File: src/dwr_pkg.sv
// shared constants for the dual watchdog reset block
package dwr_pkg;

  // register byte offsets on the avalon slave
  localparam logic [5:0] OFF_IW_KEY   = 6'h00;
  localparam logic [5:0] OFF_IW_PSC   = 6'h04;
  localparam logic [5:0] OFF_IW_RLD   = 6'h08;
  localparam logic [5:0] OFF_IW_CNT   = 6'h0c;
  localparam logic [5:0] OFF_WW_CTRL  = 6'h10;
  localparam logic [5:0] OFF_WW_CFG   = 6'h14;
  localparam logic [5:0] OFF_INT_STAT = 6'h18;
  localparam logic [5:0] OFF_INT_CLR  = 6'h1c;
  localparam logic [5:0] OFF_INT_EN   = 6'h20;

  // key values for the independent watchdog key register
  localparam logic [15:0] KEY_RELOAD = 16'haaaa;
  localparam logic [15:0] KEY_START  = 16'hcccc;
  localparam logic [15:0] KEY_UNLOCK = 16'h5555;

  // counter and prescaler widths
  localparam int unsigned IW_CNT_W  = 12;
  localparam int unsigned IW_PSC_W  = 8;
  localparam int unsigned WW_CNT_W  = 7;
  localparam int unsigned WW_TB_W   = 2;
  localparam int unsigned WW_DIV_W  = 16;
  localparam int unsigned WW_PRE_W  = 3;

  // field positions
  localparam int unsigned WW_EN_BIT    = 7;
  localparam int unsigned CFG_TB_LSB   = 7;
  localparam int unsigned INT_EWI_BIT  = 0;
  localparam int unsigned IW_ACT_BIT   = 15;
  localparam int unsigned IW_LOCK_BIT  = 14;

  // reset values
  localparam logic [IW_CNT_W-1:0] IW_RLD_RST = 12'hfff;
  localparam logic [IW_PSC_W-1:0] IW_PSC_RST = 8'h03;
  localparam logic [WW_CNT_W-1:0] WW_CNT_RST = 7'h7f;
  localparam logic [WW_CNT_W-1:0] WW_WIN_RST = 7'h7f;
  localparam logic [WW_TB_W-1:0]  WW_TB_RST  = 2'h0;

  // window watchdog thresholds
  localparam logic [WW_CNT_W-1:0] WW_EARLY   = 7'h40;
  localparam logic [WW_CNT_W-1:0] WW_PRE_EWI = 7'h41;

  // default bus clock divide ahead of the window counter
  localparam int unsigned WW_BASE_DIV_DEF = 4096;

endpackage

File: src/dwr_tick_div.sv
// programmable tick divider: one tick per (limit+1) steps
`timescale 1ns/10ps
module dwr_tick_div #(
  parameter int unsigned W = 8
) (
  input  wire logic         clk_i,
  input  wire logic         resetn_i,
  input  wire logic         run_i,
  input  wire logic         step_i,
  input  wire logic [W-1:0] limit_i,
  output logic              tick_o
);

  typedef struct packed {
    logic [W-1:0] cnt;
    logic         tick;
  } dwr_div_st_t;

  dwr_div_st_t st_ff;
  dwr_div_st_t nxt_st;

  // count steps, wrap and pulse at the limit
  always_comb begin
    nxt_st      = st_ff;
    nxt_st.tick = 1'b0;
    if (!run_i) begin
      nxt_st.cnt = '0;
    end else if (step_i) begin
      if (st_ff.cnt >= limit_i) begin
        nxt_st.cnt  = '0;
        nxt_st.tick = 1'b1;
      end else begin
        nxt_st.cnt = st_ff.cnt + W'(1);
      end
    end
  end

  // state register
  always_ff @(posedge clk_i) begin
    if (!resetn_i) begin
      st_ff <= '0;
    end else begin
      st_ff <= nxt_st;
    end
  end

  assign tick_o = st_ff.tick;

endmodule

File: src/dwr_watchdog.sv
// dual watchdog: independent and window watchdog with avalon registers
//
// Implementation choices: the register offsets and the Avalon-MM slave port.
`timescale 1ns/10ps
module dwr_watchdog
  import dwr_pkg::*;
#(
  parameter int unsigned WW_BASE_DIV = WW_BASE_DIV_DEF
) (
  input  wire logic        clk_i,
  input  wire logic        resetn_i,
  input  wire logic        lsi_clk_i,
  input  wire logic        sleep_i,
  input  wire logic [5:0]  avs_address_i,
  input  wire logic        avs_read_i,
  input  wire logic        avs_write_i,
  input  wire logic [31:0] avs_writedata_i,
  input  wire logic [3:0]  avs_byteenable_i,
  output logic      [31:0] avs_readdata_o,
  output logic             avs_waitrequest_o,
  output logic             irq_o,
  output logic             sys_reset_o
);

  typedef struct packed {
    logic                lsi_s1;
    logic                lsi_s2;
    logic                lsi_s3;
    logic                sleep_s1;
    logic                sleep_s2;
    logic                ack;
    logic [31:0]         rdata;
    logic                iw_active;
    logic                iw_unlock;
    logic [IW_CNT_W-1:0] iw_cnt;
    logic [IW_CNT_W-1:0] iw_rld;
    logic [IW_PSC_W-1:0] iw_psc;
    logic                ww_en;
    logic [WW_CNT_W-1:0] ww_cnt;
    logic [WW_CNT_W-1:0] ww_win;
    logic [WW_TB_W-1:0]  ww_tb;
    logic [WW_PRE_W-1:0] ww_pre;
    logic                ewi_flag;
    logic                ewi_en;
    logic                sys_rst;
  } dwr_st_t;

  localparam logic [WW_DIV_W-1:0] WW_DIV_LIM = WW_DIV_W'(WW_BASE_DIV - 1);

  dwr_st_t st_ff;
  dwr_st_t nxt_st;

  logic lsi_rise;
  logic iw_tick;
  logic ww_base_tick;
  logic ww_tick;
  logic bus_req;
  logic wr_fire;
  logic rd_take;
  logic [31:0] wdata_m;
  logic [31:0] psc_m;
  logic [31:0] rld_m;
  logic [31:0] cfg_m;
  logic        ww_refresh;
  logic [WW_PRE_W-1:0] ww_pre_mask;

  // merge write data into an old word under byte enables
  function automatic logic [31:0] be_merge(
    input logic [31:0] old_w,
    input logic [31:0] new_w,
    input logic [3:0]  be
  );
    logic [31:0] res;
    res = old_w;
    for (int i = 0; i < 4; i++) begin
      if (be[i]) begin
        res[8*i +: 8] = new_w[8*i +: 8];
      end
    end
    return res;
  endfunction

  // read value of a register, zero for write-only or unmapped
  function automatic logic [31:0] reg_view(
    input dwr_st_t    s,
    input logic [5:0] addr
  );
    logic [31:0] v;
    v = 32'h0000_0000;
    unique case (addr)
      // independent prescale limit
      OFF_IW_PSC: begin
        v[IW_PSC_W-1:0] = s.iw_psc;
      end
      // independent reload value
      OFF_IW_RLD: begin
        v[IW_CNT_W-1:0] = s.iw_rld;
      end
      // live count with lock and active flags
      OFF_IW_CNT: begin
        v[IW_CNT_W-1:0] = s.iw_cnt;
        v[IW_LOCK_BIT]  = ~s.iw_unlock;
        v[IW_ACT_BIT]   = s.iw_active;
      end
      // window count and enable
      OFF_WW_CTRL: begin
        v[WW_CNT_W-1:0] = s.ww_cnt;
        v[WW_EN_BIT]    = s.ww_en;
      end
      // window value and timebase
      OFF_WW_CFG: begin
        v[WW_CNT_W-1:0]                   = s.ww_win;
        v[CFG_TB_LSB +: WW_TB_W]          = s.ww_tb;
      end
      OFF_INT_STAT: begin
        v[INT_EWI_BIT] = s.ewi_flag;
      end
      OFF_INT_EN: begin
        v[INT_EWI_BIT] = s.ewi_en;
      end
      default: begin
        v = 32'h0000_0000;
      end
    endcase
    return v;
  endfunction

  // independent prescaler, stepped by synchronised rc edges
  dwr_tick_div #(
    .W (IW_PSC_W)
  ) u_iw_psc (
    .clk_i    (clk_i),
    .resetn_i (resetn_i),
    .run_i    (st_ff.iw_active),
    .step_i   (lsi_rise),
    .limit_i  (st_ff.iw_psc),
    .tick_o   (iw_tick)
  );

  // bus clock divider ahead of the window counter, held in sleep
  dwr_tick_div #(
    .W (WW_DIV_W)
  ) u_ww_div (
    .clk_i    (clk_i),
    .resetn_i (resetn_i),
    .run_i    (1'b1),
    .step_i   (~st_ff.sleep_s2),
    .limit_i  (WW_DIV_LIM),
    .tick_o   (ww_base_tick)
  );

  // rising edge of the low-speed rc clock after synchronisation
  assign lsi_rise = st_ff.lsi_s2 & ~st_ff.lsi_s3;

  // extra timebase divide by a power of two
  assign ww_pre_mask = WW_PRE_W'((4'h1 << st_ff.ww_tb) - 4'h1);
  assign ww_tick     = ww_base_tick &
                       ((st_ff.ww_pre & ww_pre_mask) == ww_pre_mask);

  // bus handshake: one wait state, write lands on the release edge
  assign bus_req = avs_read_i | avs_write_i;
  assign wr_fire = avs_write_i & st_ff.ack;
  assign rd_take = avs_read_i & ~st_ff.ack;
  assign wdata_m = be_merge(32'h0000_0000, avs_writedata_i,
                            avs_byteenable_i);

  // write data laid over the present field contents
  assign psc_m = be_merge(32'(st_ff.iw_psc), avs_writedata_i,
                          avs_byteenable_i);
  assign rld_m = be_merge(32'(st_ff.iw_rld), avs_writedata_i,
                          avs_byteenable_i);
  assign cfg_m = be_merge(32'(st_ff.ww_tb) << CFG_TB_LSB,
                          avs_writedata_i, avs_byteenable_i);

  // refresh strobe: a landing write to the control low byte
  assign ww_refresh = wr_fire && avs_address_i == OFF_WW_CTRL &&
                      avs_byteenable_i[0];

  // next state of the whole block
  always_comb begin
    nxt_st = st_ff;

    // rc clock synchroniser and edge history
    nxt_st.lsi_s1 = lsi_clk_i;
    nxt_st.lsi_s2 = st_ff.lsi_s1;
    nxt_st.lsi_s3 = st_ff.lsi_s2;

    // sleep level from the power controller, two flops deep
    nxt_st.sleep_s1 = sleep_i;
    nxt_st.sleep_s2 = st_ff.sleep_s1;

    // bus acknowledge and read capture
    nxt_st.ack = bus_req & ~st_ff.ack;
    if (rd_take) begin
      nxt_st.rdata = reg_view(st_ff, avs_address_i);
    end

    // independent counter counts regardless of sleep, on rc edges sampled by the bus clock;
    // it parks at zero so the reset request below stays asserted
    if (st_ff.iw_active && iw_tick && st_ff.iw_cnt != '0) begin
      nxt_st.iw_cnt = st_ff.iw_cnt - IW_CNT_W'(1);
    end

    // window counter free-runs on every divided tick
    if (ww_base_tick) begin
      nxt_st.ww_pre = st_ff.ww_pre + WW_PRE_W'(1);
    end
    if (ww_tick) begin
      nxt_st.ww_cnt = st_ff.ww_cnt - WW_CNT_W'(1);
    end

    // software writes take priority over counting
    if (wr_fire) begin
      unique case (avs_address_i)
        // key word: start, reload or unlock
        OFF_IW_KEY: begin
          if (wdata_m[15:0] == KEY_START) begin
            nxt_st.iw_active = 1'b1;
            nxt_st.iw_cnt    = st_ff.iw_rld;
          end else if (wdata_m[15:0] == KEY_RELOAD) begin
            nxt_st.iw_cnt    = st_ff.iw_rld;
            nxt_st.iw_unlock = 1'b0;
          end else if (wdata_m[15:0] == KEY_UNLOCK) begin
            nxt_st.iw_unlock = 1'b1;
          end else begin
            nxt_st.iw_unlock = 1'b0;
          end
        end
        // prescale limit, only while unlocked
        OFF_IW_PSC: begin
          if (st_ff.iw_unlock) begin
            nxt_st.iw_psc = psc_m[IW_PSC_W-1:0];
          end
        end
        // reload value, only while unlocked
        OFF_IW_RLD: begin
          if (st_ff.iw_unlock) begin
            nxt_st.iw_rld = rld_m[IW_CNT_W-1:0];
          end
        end
        // refresh of the window counter
        OFF_WW_CTRL: begin
          if (ww_refresh) begin
            nxt_st.ww_cnt = avs_writedata_i[WW_CNT_W-1:0];
            // refresh too early is a window violation
            if (st_ff.ww_en && st_ff.ww_cnt > st_ff.ww_win) begin
              nxt_st.sys_rst = 1'b1;
            end
            // enable can be set but never cleared by software
            if (avs_writedata_i[WW_EN_BIT]) begin
              nxt_st.ww_en = 1'b1;
            end
          end
        end
        // window value and timebase
        OFF_WW_CFG: begin
          if (avs_byteenable_i[0]) begin
            nxt_st.ww_win = avs_writedata_i[WW_CNT_W-1:0];
          end
          if (avs_byteenable_i[1] || avs_byteenable_i[0]) begin
            nxt_st.ww_tb = cfg_m[CFG_TB_LSB +: WW_TB_W];
          end
        end
        // write one to clear the warning flag
        OFF_INT_CLR: begin
          if (wdata_m[INT_EWI_BIT]) begin
            nxt_st.ewi_flag = 1'b0;
          end
        end
        // interrupt enable
        OFF_INT_EN: begin
          if (avs_byteenable_i[0]) begin
            nxt_st.ewi_en = avs_writedata_i[INT_EWI_BIT];
          end
        end
        // read-only and unmapped places ignore writes
        default: begin
          nxt_st.ewi_flag = st_ff.ewi_flag;
        end
      endcase
    end

    // early warning as the counter steps down onto 0x40; comes after
    // the clear above so that a same-cycle set wins
    if (st_ff.ww_en && ww_tick && st_ff.ww_cnt == WW_PRE_EWI &&
        !ww_refresh) begin
      nxt_st.ewi_flag = 1'b1;
    end

    // enabled window watchdog below 0x40 requests a reset
    if (st_ff.ww_en && !st_ff.ww_cnt[WW_CNT_W-1]) begin
      nxt_st.sys_rst = 1'b1;
    end

    // active independent watchdog at zero requests a reset
    if (st_ff.iw_active && st_ff.iw_cnt == '0) begin
      nxt_st.sys_rst = 1'b1;
    end
  end

  // state register
  always_ff @(posedge clk_i) begin
    if (!resetn_i) begin
      st_ff.lsi_s1    <= 1'b0;
      st_ff.lsi_s2    <= 1'b0;
      st_ff.lsi_s3    <= 1'b0;
      st_ff.sleep_s1  <= 1'b0;
      st_ff.sleep_s2  <= 1'b0;
      st_ff.ack       <= 1'b0;
      st_ff.rdata     <= 32'h0000_0000;
      st_ff.iw_active <= 1'b0;
      st_ff.iw_unlock <= 1'b0;
      st_ff.iw_cnt    <= IW_RLD_RST;
      st_ff.iw_rld    <= IW_RLD_RST;
      st_ff.iw_psc    <= IW_PSC_RST;
      st_ff.ww_en     <= 1'b0;
      st_ff.ww_cnt    <= WW_CNT_RST;
      st_ff.ww_win    <= WW_WIN_RST;
      st_ff.ww_tb     <= WW_TB_RST;
      st_ff.ww_pre    <= '0;
      st_ff.ewi_flag  <= 1'b0;
      st_ff.ewi_en    <= 1'b0;
      st_ff.sys_rst   <= 1'b0;
    end else begin
      st_ff <= nxt_st;
    end
  end

  // outputs
  assign avs_readdata_o    = st_ff.rdata;
  assign avs_waitrequest_o = bus_req & ~st_ff.ack;
  assign irq_o             = st_ff.ewi_flag & st_ff.ewi_en;
  assign sys_reset_o       = st_ff.sys_rst;

endmodule

File: config.mk
export PLATFORM = sky130hd
export DESIGN_NAME = dwr_watchdog
export DESIGN_NICKNAME = d
export VERILOG_FILES = /design/src/dwr_pkg.sv /design/src/dwr_tick_div.sv /design/src/dwr_watchdog.sv
export SDC_FILE = /design/constraint.sdc
export NUM_CORES = 1
export LEC_CHECK = 0
export ABC_AREA = 0
export BUFFER_PORTS_ARGS = -buffer_cell sky130_fd_sc_hd__buf_2
export CAP_MARGIN = 5
export CELL_PAD_IN_SITES_DETAIL_PLACEMENT = 0
export CELL_PAD_IN_SITES_GLOBAL_PLACEMENT = 1
export CORE_MARGIN = 3
export CORE_UTILIZATION = 39
export DETAILED_ROUTE_END_ITERATION = 7
export PLACE_DENSITY_LB_ADDON = 0.1
export RECOVER_POWER = 50
export SYNTH_ARGS = -nofsm -noshare
export SYNTH_HDL_FRONTEND = slang
export SYNTH_SLANG_ARGS = --single-unit
File: constraint.sdc
create_clock -name clk_i -period 1.8 [get_ports clk_i]
set_input_delay 0.27 -clock clk_i [delete_from_list [all_inputs] [get_ports clk_i]]
set_output_delay 0.27 -clock clk_i [all_outputs]
set_load 0.1 [all_outputs]
==> results of run 1 <==
[final timing paths]
check                                            from                     to  depth (start not counted)
worst max register to register   st_ff[52]$_SDFF_PN1_   st_ff[53]$_SDFF_PN1_                          6
worst min-delay path                          sleep_i  nxt_st[90]$_SDFF_PN0_                          2
worst max-delay path             st_ff[52]$_SDFF_PN1_   st_ff[53]$_SDFF_PN1_                          6
worst min register to register  nxt_st[90]$_SDFF_PN0_   st_ff[90]$_SDFF_PN0_                          1
[kinds of logic (layout without fill, tap and decap cells)]
group | after synthesis | count (layout) | share of synthesized area [%]
AND/OR/NAND/NOR | 242 | 242 | 23.8
buffers and inverters | 86 | 162 | 8.43
multiplexers | 39 | 39 | 7.26
XOR/XNOR | 24 | 24 | 3.85
adder cells (fa/ha/maj) | 22 | 22 | 5.04
flip-flops | 103 | 103 | 37.7
other | 1 | 18 | 0.0686
AO/OA/AOI/OAI | 108 | 108 | 13.9
[what timing repair did]
item / CTS / global route
endpoints found under the setup margin: 8 / 21
hold buffers: 0 / 0
buffers inserted: 0 / 1
gates cloned: 0 / 0
gates resized for setup: 4 / 26
pin swaps: 1 / 11
[layout make-up]
cell class	instances	area, um2
flip-flops and latches	103	2070
inverters	26	97.6
clock buffers	9	225
well taps	176	220
multi-input cells	453	3120
fillers	1321	6840
clock inverters	6	53.8
repair buffers	121	818
[sequential cells by signal, summed over array words and instances (netlist names)]
register	cells
st_ff	59
u_ww_div.st_ff	16
avs_readdata_o	14
u_iw_psc.st_ff	8
nxt_st	3
sys_reset_o	1
u_iw_psc.tick_o	1
u_ww_div.tick_o	1
[critical path, stage by stage, from the launching register on]
cell,delay (ps)
dfxtp_2,340
buf_6,120
or3_4,380
nor4_4,320
mux2_4,330
mux2i_1,130
nand2_1,70
[stage by stage]
stage	instances	area [um2]	util (%)	setup slack, ps	hold slack [ps]
finish	894	6610	49.1	1.18	128
global route	894	6610	49.1	-51.4	124
CTS	893	6540	48.6	0.418	118
detailed placement	878	6230	46.3	-91.4	427
global placement	878	6230	46.3	-28.9	417
floorplan	642	5540	-	26.7	388
[metal layers]
layer,up-vias,track usage [%],part of all wire (%)
li1,2373,-,-
met5,-,0,0
met1,2274,27.3,47
met4,0,6.13,2.3
met3,21,4.20,4.3
met2,113,31.2,46
[placed cells by master (no fill, tap or decap), types with 14 or more instances in the layout]
cell type  count
dfxtp_1       97
buf_4         59
nand2_1       57
nor2_1        54
mux2i_1       34
buf_2         30
inv_1         25
a21oi_1       23
nor3_1        22
ha_1          22
nand3_1       19
o21ai_0       18
conb_1        18
clkbuf_2      18
and3_1        17
xnor2_1       14
[power by group through the flow]
stage / clock (mW) / combinational, mW / sequential (mW)
6_report: 1.90 / 0.638 / 2.33
5_1_grt: 2.04 / 0.672 / 2.33
4_1_cts: 1.95 / 0.645 / 2.33
3_5_place_dp: 0 / 0.644 / 2.38
3_3_place_gp: 0 / 0.642 / 2.38
2_1_floorplan: 0 / 0.509 / 2.38
==> flow_summary.toml, run 1 <==
[logic_synthesis]
async_flop_share_pct = 0
yosys_warnings = 0
synthFlopType = "dfxtp_1"
netlist_instances = 625
synth.top_cell.area_share_pct = 37.7
yosys-top-cells-area = "dfxtp_1, mux2i_1, ha_1"
ys_ff_latch = 103
synth.most_common_cell = "dfxtp_1"
yosys-top-cells-count = "dfxtp_1, nand2_1, nor2_1"
synth_top_area_cell = "dfxtp_1"
synth_edf_count = 0
ys_types = 68
ys_seq_area_share_pct = 37.7
syn_area_per_cell_um2 = 8.74
syn_area_mm2 = 0.00546

[drt]
drt-initial-drc-count = 298
antenna_left = 0
wirelength_um = 15500
routedWlPerCell_um = 17.3
vias_per_cell = 5.35
route.vias.total = 4781
drc_errors = 0
dr.pass1.iters = 5

[sta]
rsz0062_at_grt = "yes"
hold_viol_final = 0
maxSlewHeadroom_pct = 56.0
period_share_pct = 99.9
finalClockSkew_ps = 8.85
setup_violations = 0
min_period_ps = 1800
slew_violations = 0
timing.fmax_mhz = 556
setup_tns_ps = 0
worst_pin_slew_ps = 660

[min_path]
hold_class = "input port to flip-flop"

[cells_and_area]
area_growth_pct = 21.0
nNetsFinal = 784
drive_gt1_share_pct = 24.1
diodes = 0

[die]
core_area_mm2 = 0.0135
die_h_um = 124
io_pins = 83
die_w_um = 124
start_util_pct = 40.6
dieArea_mm2 = 0.0155
rows = 42

[critical_path]
r2r_slack_ps = 1
crit_fanout = 4
cp-end-kind = "flip-flop"
startpoint_type = "flip-flop"
crit_required_ps = 2040
cp.arrival_ps = 2040
worstSetupPathType = "flip-flop to flip-flop"

[global_routing]
grt-ovfl-total = 0
track_usage_pct = 19.9
grt_pass1_wl_um = 24800
grt_max_degree = 44
grt_pass1_vias = 4648
antenna_found_initial = 0

[power]
p_comb_share_pct = 13.1
swShare_pct = 30.2
p_seq_share_pct = 47.8
finalPower_mw = 4.87
powerDensity_mw_per_mm2 = 737
intPower_mw = 3.40
clkPwrFrac_pct = 39.1
power.leakage_nw = 2.82
p_sw_mw = 1.47
ir_worst_vdd_mv = 0.476

[clock_network]
clkTransAtPathRegs_ps = 80
cts_tree = "yes"
cts_sinks = 103
root_buffer = "clkbuf_16"
clockBufferDepth = 2
cts_max_level = 3
insertion_delay_ps = 350
cts_buffers = 9

[placed_design]
dpl.hpwl_um = 11600
gp_congestion = 0.857
port-buffer-count = 46

[flow_run]
drv_cap = 0

[run_status]
status = "completed"
Power figures use the tool's default switching activity.
==> run 2: changes to the inputs <==
Settings changed: CORE_UTILIZATION 39 to 40, GPL_TIMING_DRIVEN from default to 0, SYNTH_HIERARCHICAL from default to 1.
==> flow_summary.toml, run 2 <==
[cells_and_area]
final_cell_mix = "dfxtp_1, nor2_1, buf_4"
largest_reg_flops = 59
diodes = 0
nFillCells = 1493
final_cells = 1057
post-route-util_pct = 51.3
drive_gt1_share_pct = 30.0
area_growth_pct = 24.8
mostFrequentLayoutCell = "dfxtp_1"
nNetsFinal = 927
top_register = "st_ff"

[die]
core_area_mm2 = 0.0153
rows = 45
dieArea_mm2 = 0.0172
io_pins = 83
start_util_pct = 41.1
die_h_um = 131
die_w_um = 131

[critical_path]
startpoint_type = "input port"
cp-startpoint = "avs_writedata_i[6]"
r2r_start = "st_ff[43]$_SDFF_PN1_"
cpMaxStageDelayCell = "or4_4"
worstSetupPathType = "input port to flip-flop"
r2r_cells = 8
worst_path_most_repeated_cell = "or4_4"
crit_required_ps = 2050
cp-end-kind = "flip-flop"
slowest_delay_ps = 570
cp_cell_sequence = "buf_12 > or4b_4 > or4_4 > o22a_4 > or4_4 > o21a_1"
critical_path.endpoint = "st_ff[48]$_SDFF_PN1_"
cp_top_family = "simple AND/OR/NAND/NOR gates"
worst-path-stages = 6
crit_buf_inv = 1
r2r_slack_ps = -240
crit_fanout = 6
reg2reg_to = "st_ff[49]$_SDFF_PN1_"
cp.arrival_ps = 2290

[logic_synthesis]
async_flop_share_pct = 0
synth.top_cell.area_share_pct = 32.9
yosys-top-cells-area = "dfxtp_1, ha_1, mux2i_1"
syn_area_mm2 = 0.00627
ys_ff_latch = 103
syn_area_per_cell_um2 = 8.54
synth.most_common_cell = "dfxtp_1"
ys_types = 84
netlist_instances = 734
synth_top_area_cell = "dfxtp_1"
yosys-top-cells-count = "dfxtp_1, nor2_1, nand2_1"
synthFlopType = "dfxtp_1"
yosys_warnings = 6
ys_seq_area_share_pct = 32.9
synth_edf_count = 0

[clock_network]
cts_buffers = 9
clkTransAtPathRegs_ps = 70
cts_tree = "yes"
ctsHoldBuffers = 0
cts_max_level = 3
root_buffer = "clkbuf_16"
insertion_delay_ps = 360
clockBufferDepth = 2
cts_sinks = 103

[sta]
min_period_ps = 2040
timing.fmax_mhz = 490
setup_violations = 17
finalClockSkew_ps = 5.68
worst_pin_slew_ps = 723
hold_viol_final = 0
maxSlewHeadroom_pct = 51.8
worst_slack_ps = -240
slew_violations = 0
period_share_pct = 113
rsz0062_at_grt = "yes"

[drt]
wirelength_um = 18300
route.vias.total = 5729
vias_per_cell = 5.42
routedWlPerCell_um = 17.3
drc_errors = 0
dr.pass1.iters = 5
drt-initial-drc-count = 318
antenna_left = 0

[global_routing]
grt-ovfl-total = 0
track_usage_pct = 20.6
antenna_found_initial = 0
grt_pass1_wl_um = 28600
grt_max_degree = 18
grt_pass1_vias = 5334

[placed_design]
dp_cells = 1021
gp_congestion = 0.873
port-buffer-count = 41
dpl.hpwl_um = 13500
place_ws_ps = -545

[power]
ir_worst_vdd_mv = 0.502
powerDensity_mw_per_mm2 = 636
power.leakage_nw = 3.25

[min_path]
hold_class = "input port to flip-flop"

[flow_run]
drv_cap = 0

[run_status]
status = "finished with violations"
violations = "negative setup slack"
[run 2: final cells by class]
class	instances	area (um2)	share of cell area, %
clock inverters	5	40.0	0.512
inverters	40	150	1.92
plain buffers	63	422	5.39
flip-flops and latches	103	2090	26.8
well taps	211	264	3.37
multi-input cells	556	4140	52.9
repair buffers	68	458	5.85
clock buffers	11	253	3.23
[run 2: power by group]
group          internal (mW)  switching (mW)
sequential              2.29          0.0151
clock                   1.03           0.928
combinational          0.187           0.527
total                   3.51            1.47
[run 2: how the worst min path moves through the flow]
stage / endpoint / from / slack (ps) / cells past startpoint
2_1_floorplan: st_ff[32]$_SDFFE_PN1P_ / avs_writedata_i[1] / 400 / 2
3_3_place_gp: st_ff[90]$_SDFF_PN0_ / nxt_st[90]$_SDFF_PN0_ / 430 / 1
3_5_place_dp: nxt_st[92]$_SDFF_PN0_ / nxt_st[93]$_SDFF_PN0_ / 440 / 1
4_1_cts: nxt_st[90]$_SDFF_PN0_ / sleep_i / 100 / 2
5_1_grt: nxt_st[90]$_SDFF_PN0_ / sleep_i / 110 / 2
6_report: nxt_st[90]$_SDFF_PN0_ / sleep_i / 110 / 2
[run 2: timing repair]
action / 4_1_cts / 5_1_grt
buffers inserted: 10 / 16
gates cloned: 0 / 2
resized for setup: 46 / 73
setup endpoints to repair: 66 / 61
pin swaps: 18 / 30
[run 2: stage by stage]
step / TNS [ps] / hold WS [ps] / power (mW) / cell area (um2)
6_report: -2320 / 113 / 4.98 / 7820
5_1_grt: -5030 / 114 / 5.18 / 7820
4_1_cts: -1050 / 104 / 5.02 / 7430
3_5_place_dp: -22660 / 436 / 3.04 / 6960
3_3_place_gp: -21830 / 426 / 3.04 / 6960
2_1_floorplan: -1360 / 395 / 2.89 / 6490
[run 2: cells by family (layout without fill, tap and decap cells)]
kind of cell | after synthesis | in the layout | synth area share [%]
and+or+nand+nor | 279 | 279 | 25.6
buffers and inverters | 110 | 187 | 9.30
AOI/OAI and AO/OA | 138 | 138 | 14.5
muxes | 40 | 40 | 6.57
xor gates and xnor gates | 24 | 24 | 3.35
other | 2 | 37 | 0.120
DFF | 103 | 103 | 32.9
adders and majority gates | 38 | 38 | 7.59
[run 2: layer usage]
layer | vias to the layer above | part of all wire (%) | global-route usage [%] | wire length [um]
met5 | - | 0 | 0 | 0
met4 | 0 | 2.0 | 6.59 | 364
met3 | 23 | 3.9 | 3.52 | 719
met2 | 144 | 49 | 34.2 | 8970
met1 | 2774 | 45 | 27.3 | 8280
li1 | 2788 | - | - | -
==> run 3: changes to the inputs <==
Settings changed: CORE_MARGIN 3 to 4, GPL_TIMING_DRIVEN 0 to default, MAX_ROUTING_LAYER from default to met4.
==> flow_summary.toml, run 3 (same netlist as run 2, synthesis figures left out) <==
[critical_path]
cp-end-kind = "flip-flop"
worst-path-stages = 7
crit_fanout = 5
r2r_slack_ps = -170
crit_required_ps = 2050
critical_path.endpoint = "st_ff[43]$_SDFF_PN1_"
cp-startpoint = "st_ff[43]$_SDFF_PN1_"
cp.arrival_ps = 2220
cp_top_family = "simple AND/OR/NAND/NOR gates"
reg2reg_to = "st_ff[43]$_SDFF_PN1_"
cp_cell_sequence = "inv_2 > ha_4 > or4b_4 > nor4_4 > nor3_1 > a211o_1 > a21o_1"
r2r_cells = 7
cpMaxStageDelayCell = "or4b_4"
crit_buf_inv = 1
r2r_start = "st_ff[43]$_SDFF_PN1_"
worstSetupPathType = "flip-flop to flip-flop"
startpoint_type = "flip-flop"
slowest_delay_ps = 500

[die]
io_pins = 83
start_util_pct = 41.1
core_area_mm2 = 0.0153
die_w_um = 133
dieArea_mm2 = 0.0177
die_h_um = 133
rows = 45

[clock_network]
root_buffer = "clkbuf_16"
cts_sinks = 103
ctsHoldBuffers = 0
cts_buffers = 9
insertion_delay_ps = 360
clockBufferDepth = 2
cts_max_level = 3
cts_tree = "yes"
clkTransAtPathRegs_ps = 70

[drt]
route.vias.total = 5768
antenna_left = 0
routedWlPerCell_um = 17.0
wl_met1_um = 8210
wirelength_um = 18500
routed.top_layer = "met4"
drt-initial-drc-count = 366
dr.pass1.iters = 5
dr_wl_met3_um = 1000
dr_wl_met2_um = 8860
drc_errors = 0
vias_per_cell = 5.31

[run_status]
violations = "negative setup slack"
status = "finished with violations"

[cells_and_area]
final_cell_mix = "buf_4, dfxtp_1, nor2_1"
largest_reg_flops = 59
drive_gt1_share_pct = 30.2
final_area_mm2 = 0.00798
nNetsFinal = 956
nFillCells = 1425
top_register = "st_ff"
final_cells = 1086
post-route-util_pct = 52.3
diodes = 0
mostFrequentLayoutCell = "buf_4"
area_growth_pct = 27.4

[sta]
finalClockSkew_ps = 8.57
slew_violations = 0
worst_pin_slew_ps = 634
worst_slack_ps = -174
period_share_pct = 110
maxSlewHeadroom_pct = 57.7
setup_violations = 13
min_period_ps = 1970
timing.fmax_mhz = 507
hold_viol_final = 0
rsz0062_at_grt = "yes"

[global_routing]
grt_pass1_vias = 5611
grt_pass1_wl_um = 29100
track_usage_pct = 21.1
antenna_found_initial = 0
grt-ovfl-total = 0
grt_max_degree = 52

[power]
ir_worst_vdd_mv = 0.444
power.leakage_nw = 3.37
powerDensity_mw_per_mm2 = 634

[placed_design]
dpl.hpwl_um = 14100
dp_cells = 1064
gp_congestion = 0.898
port-buffer-count = 46
place_area_mm2 = 0.00739
place_ws_ps = -456

[min_path]
min_path_cells = 2
hold_class = "input port to flip-flop"

[flow_run]
drv_cap = 0
==> run 3: layer usage <==
layer | GRT usage [%] | vias up
met2 | 34.0 | 159
met3 | 4.83 | 31
met5 | - | -
li1 | - | 2846
met4 | 6.11 | 0
met1 | 26.5 | 2732
==> run 3: cell type report <==
cell class / count / area [um2] / area share, %
clock buffer: 9 / 225 / 2.82
clock inverter: 7 / 81.3 / 1.02
inverter: 40 / 150 / 1.88
multi-input combinational: 556 / 4050 / 50.7
sequential: 103 / 2070 / 26.0
tap: 211 / 264 / 3.31
timing repair buffer: 160 / 1140 / 14.3
==> run 3: worst min path at each step <==
stage,from,endpoint,slack [ps]
2_1_floorplan,avs_writedata_i[1],st_ff[32]$_SDFFE_PN1P_,400
3_3_place_gp,nxt_st[93]$_SDFF_PN0_,nxt_st[92]$_SDFF_PN0_,420
3_5_place_dp,nxt_st[90]$_SDFF_PN0_,st_ff[90]$_SDFF_PN0_,420
4_1_cts,sleep_i,nxt_st[90]$_SDFF_PN0_,110
5_1_grt,sleep_i,nxt_st[90]$_SDFF_PN0_,130
6_report,sleep_i,nxt_st[90]$_SDFF_PN0_,120
==> run 3: through the flow <==
step           hold WS (ps)  power [mW]  TNS, ps
6_report                121        5.06    -1010
5_1_grt                 126        5.25    -4890
4_1_cts                 108        5.11     -830
3_5_place_dp            423        3.05    -3450
3_3_place_gp            418        3.04    -3170
2_1_floorplan           395        2.89    -1360
==> run 3: power by group <==
group / leakage, nW / internal (mW) / switching, mW
logic: 2.39 / 0.177 / 0.526
registers: 0.836 / 2.30 / 0.0116
clock network: 0.145 / 1.10 / 0.950
==> run 3: timing repair <==
action                     CTS  global route
resized for setup           23            41
setup buffers                1             4
pin swaps                    9            33
setup endpoints to repair   27            38
cloned                       0             1
==> run 3: worst register-to-register path, cell delays in order (launching register included) <==
cell and delay (ps):
dfxtp_2 330, inv_2 70, ha_4 120, or4b_4 500
nor4_4 310, nor3_1 120, a211o_1 280, a21o_1 150
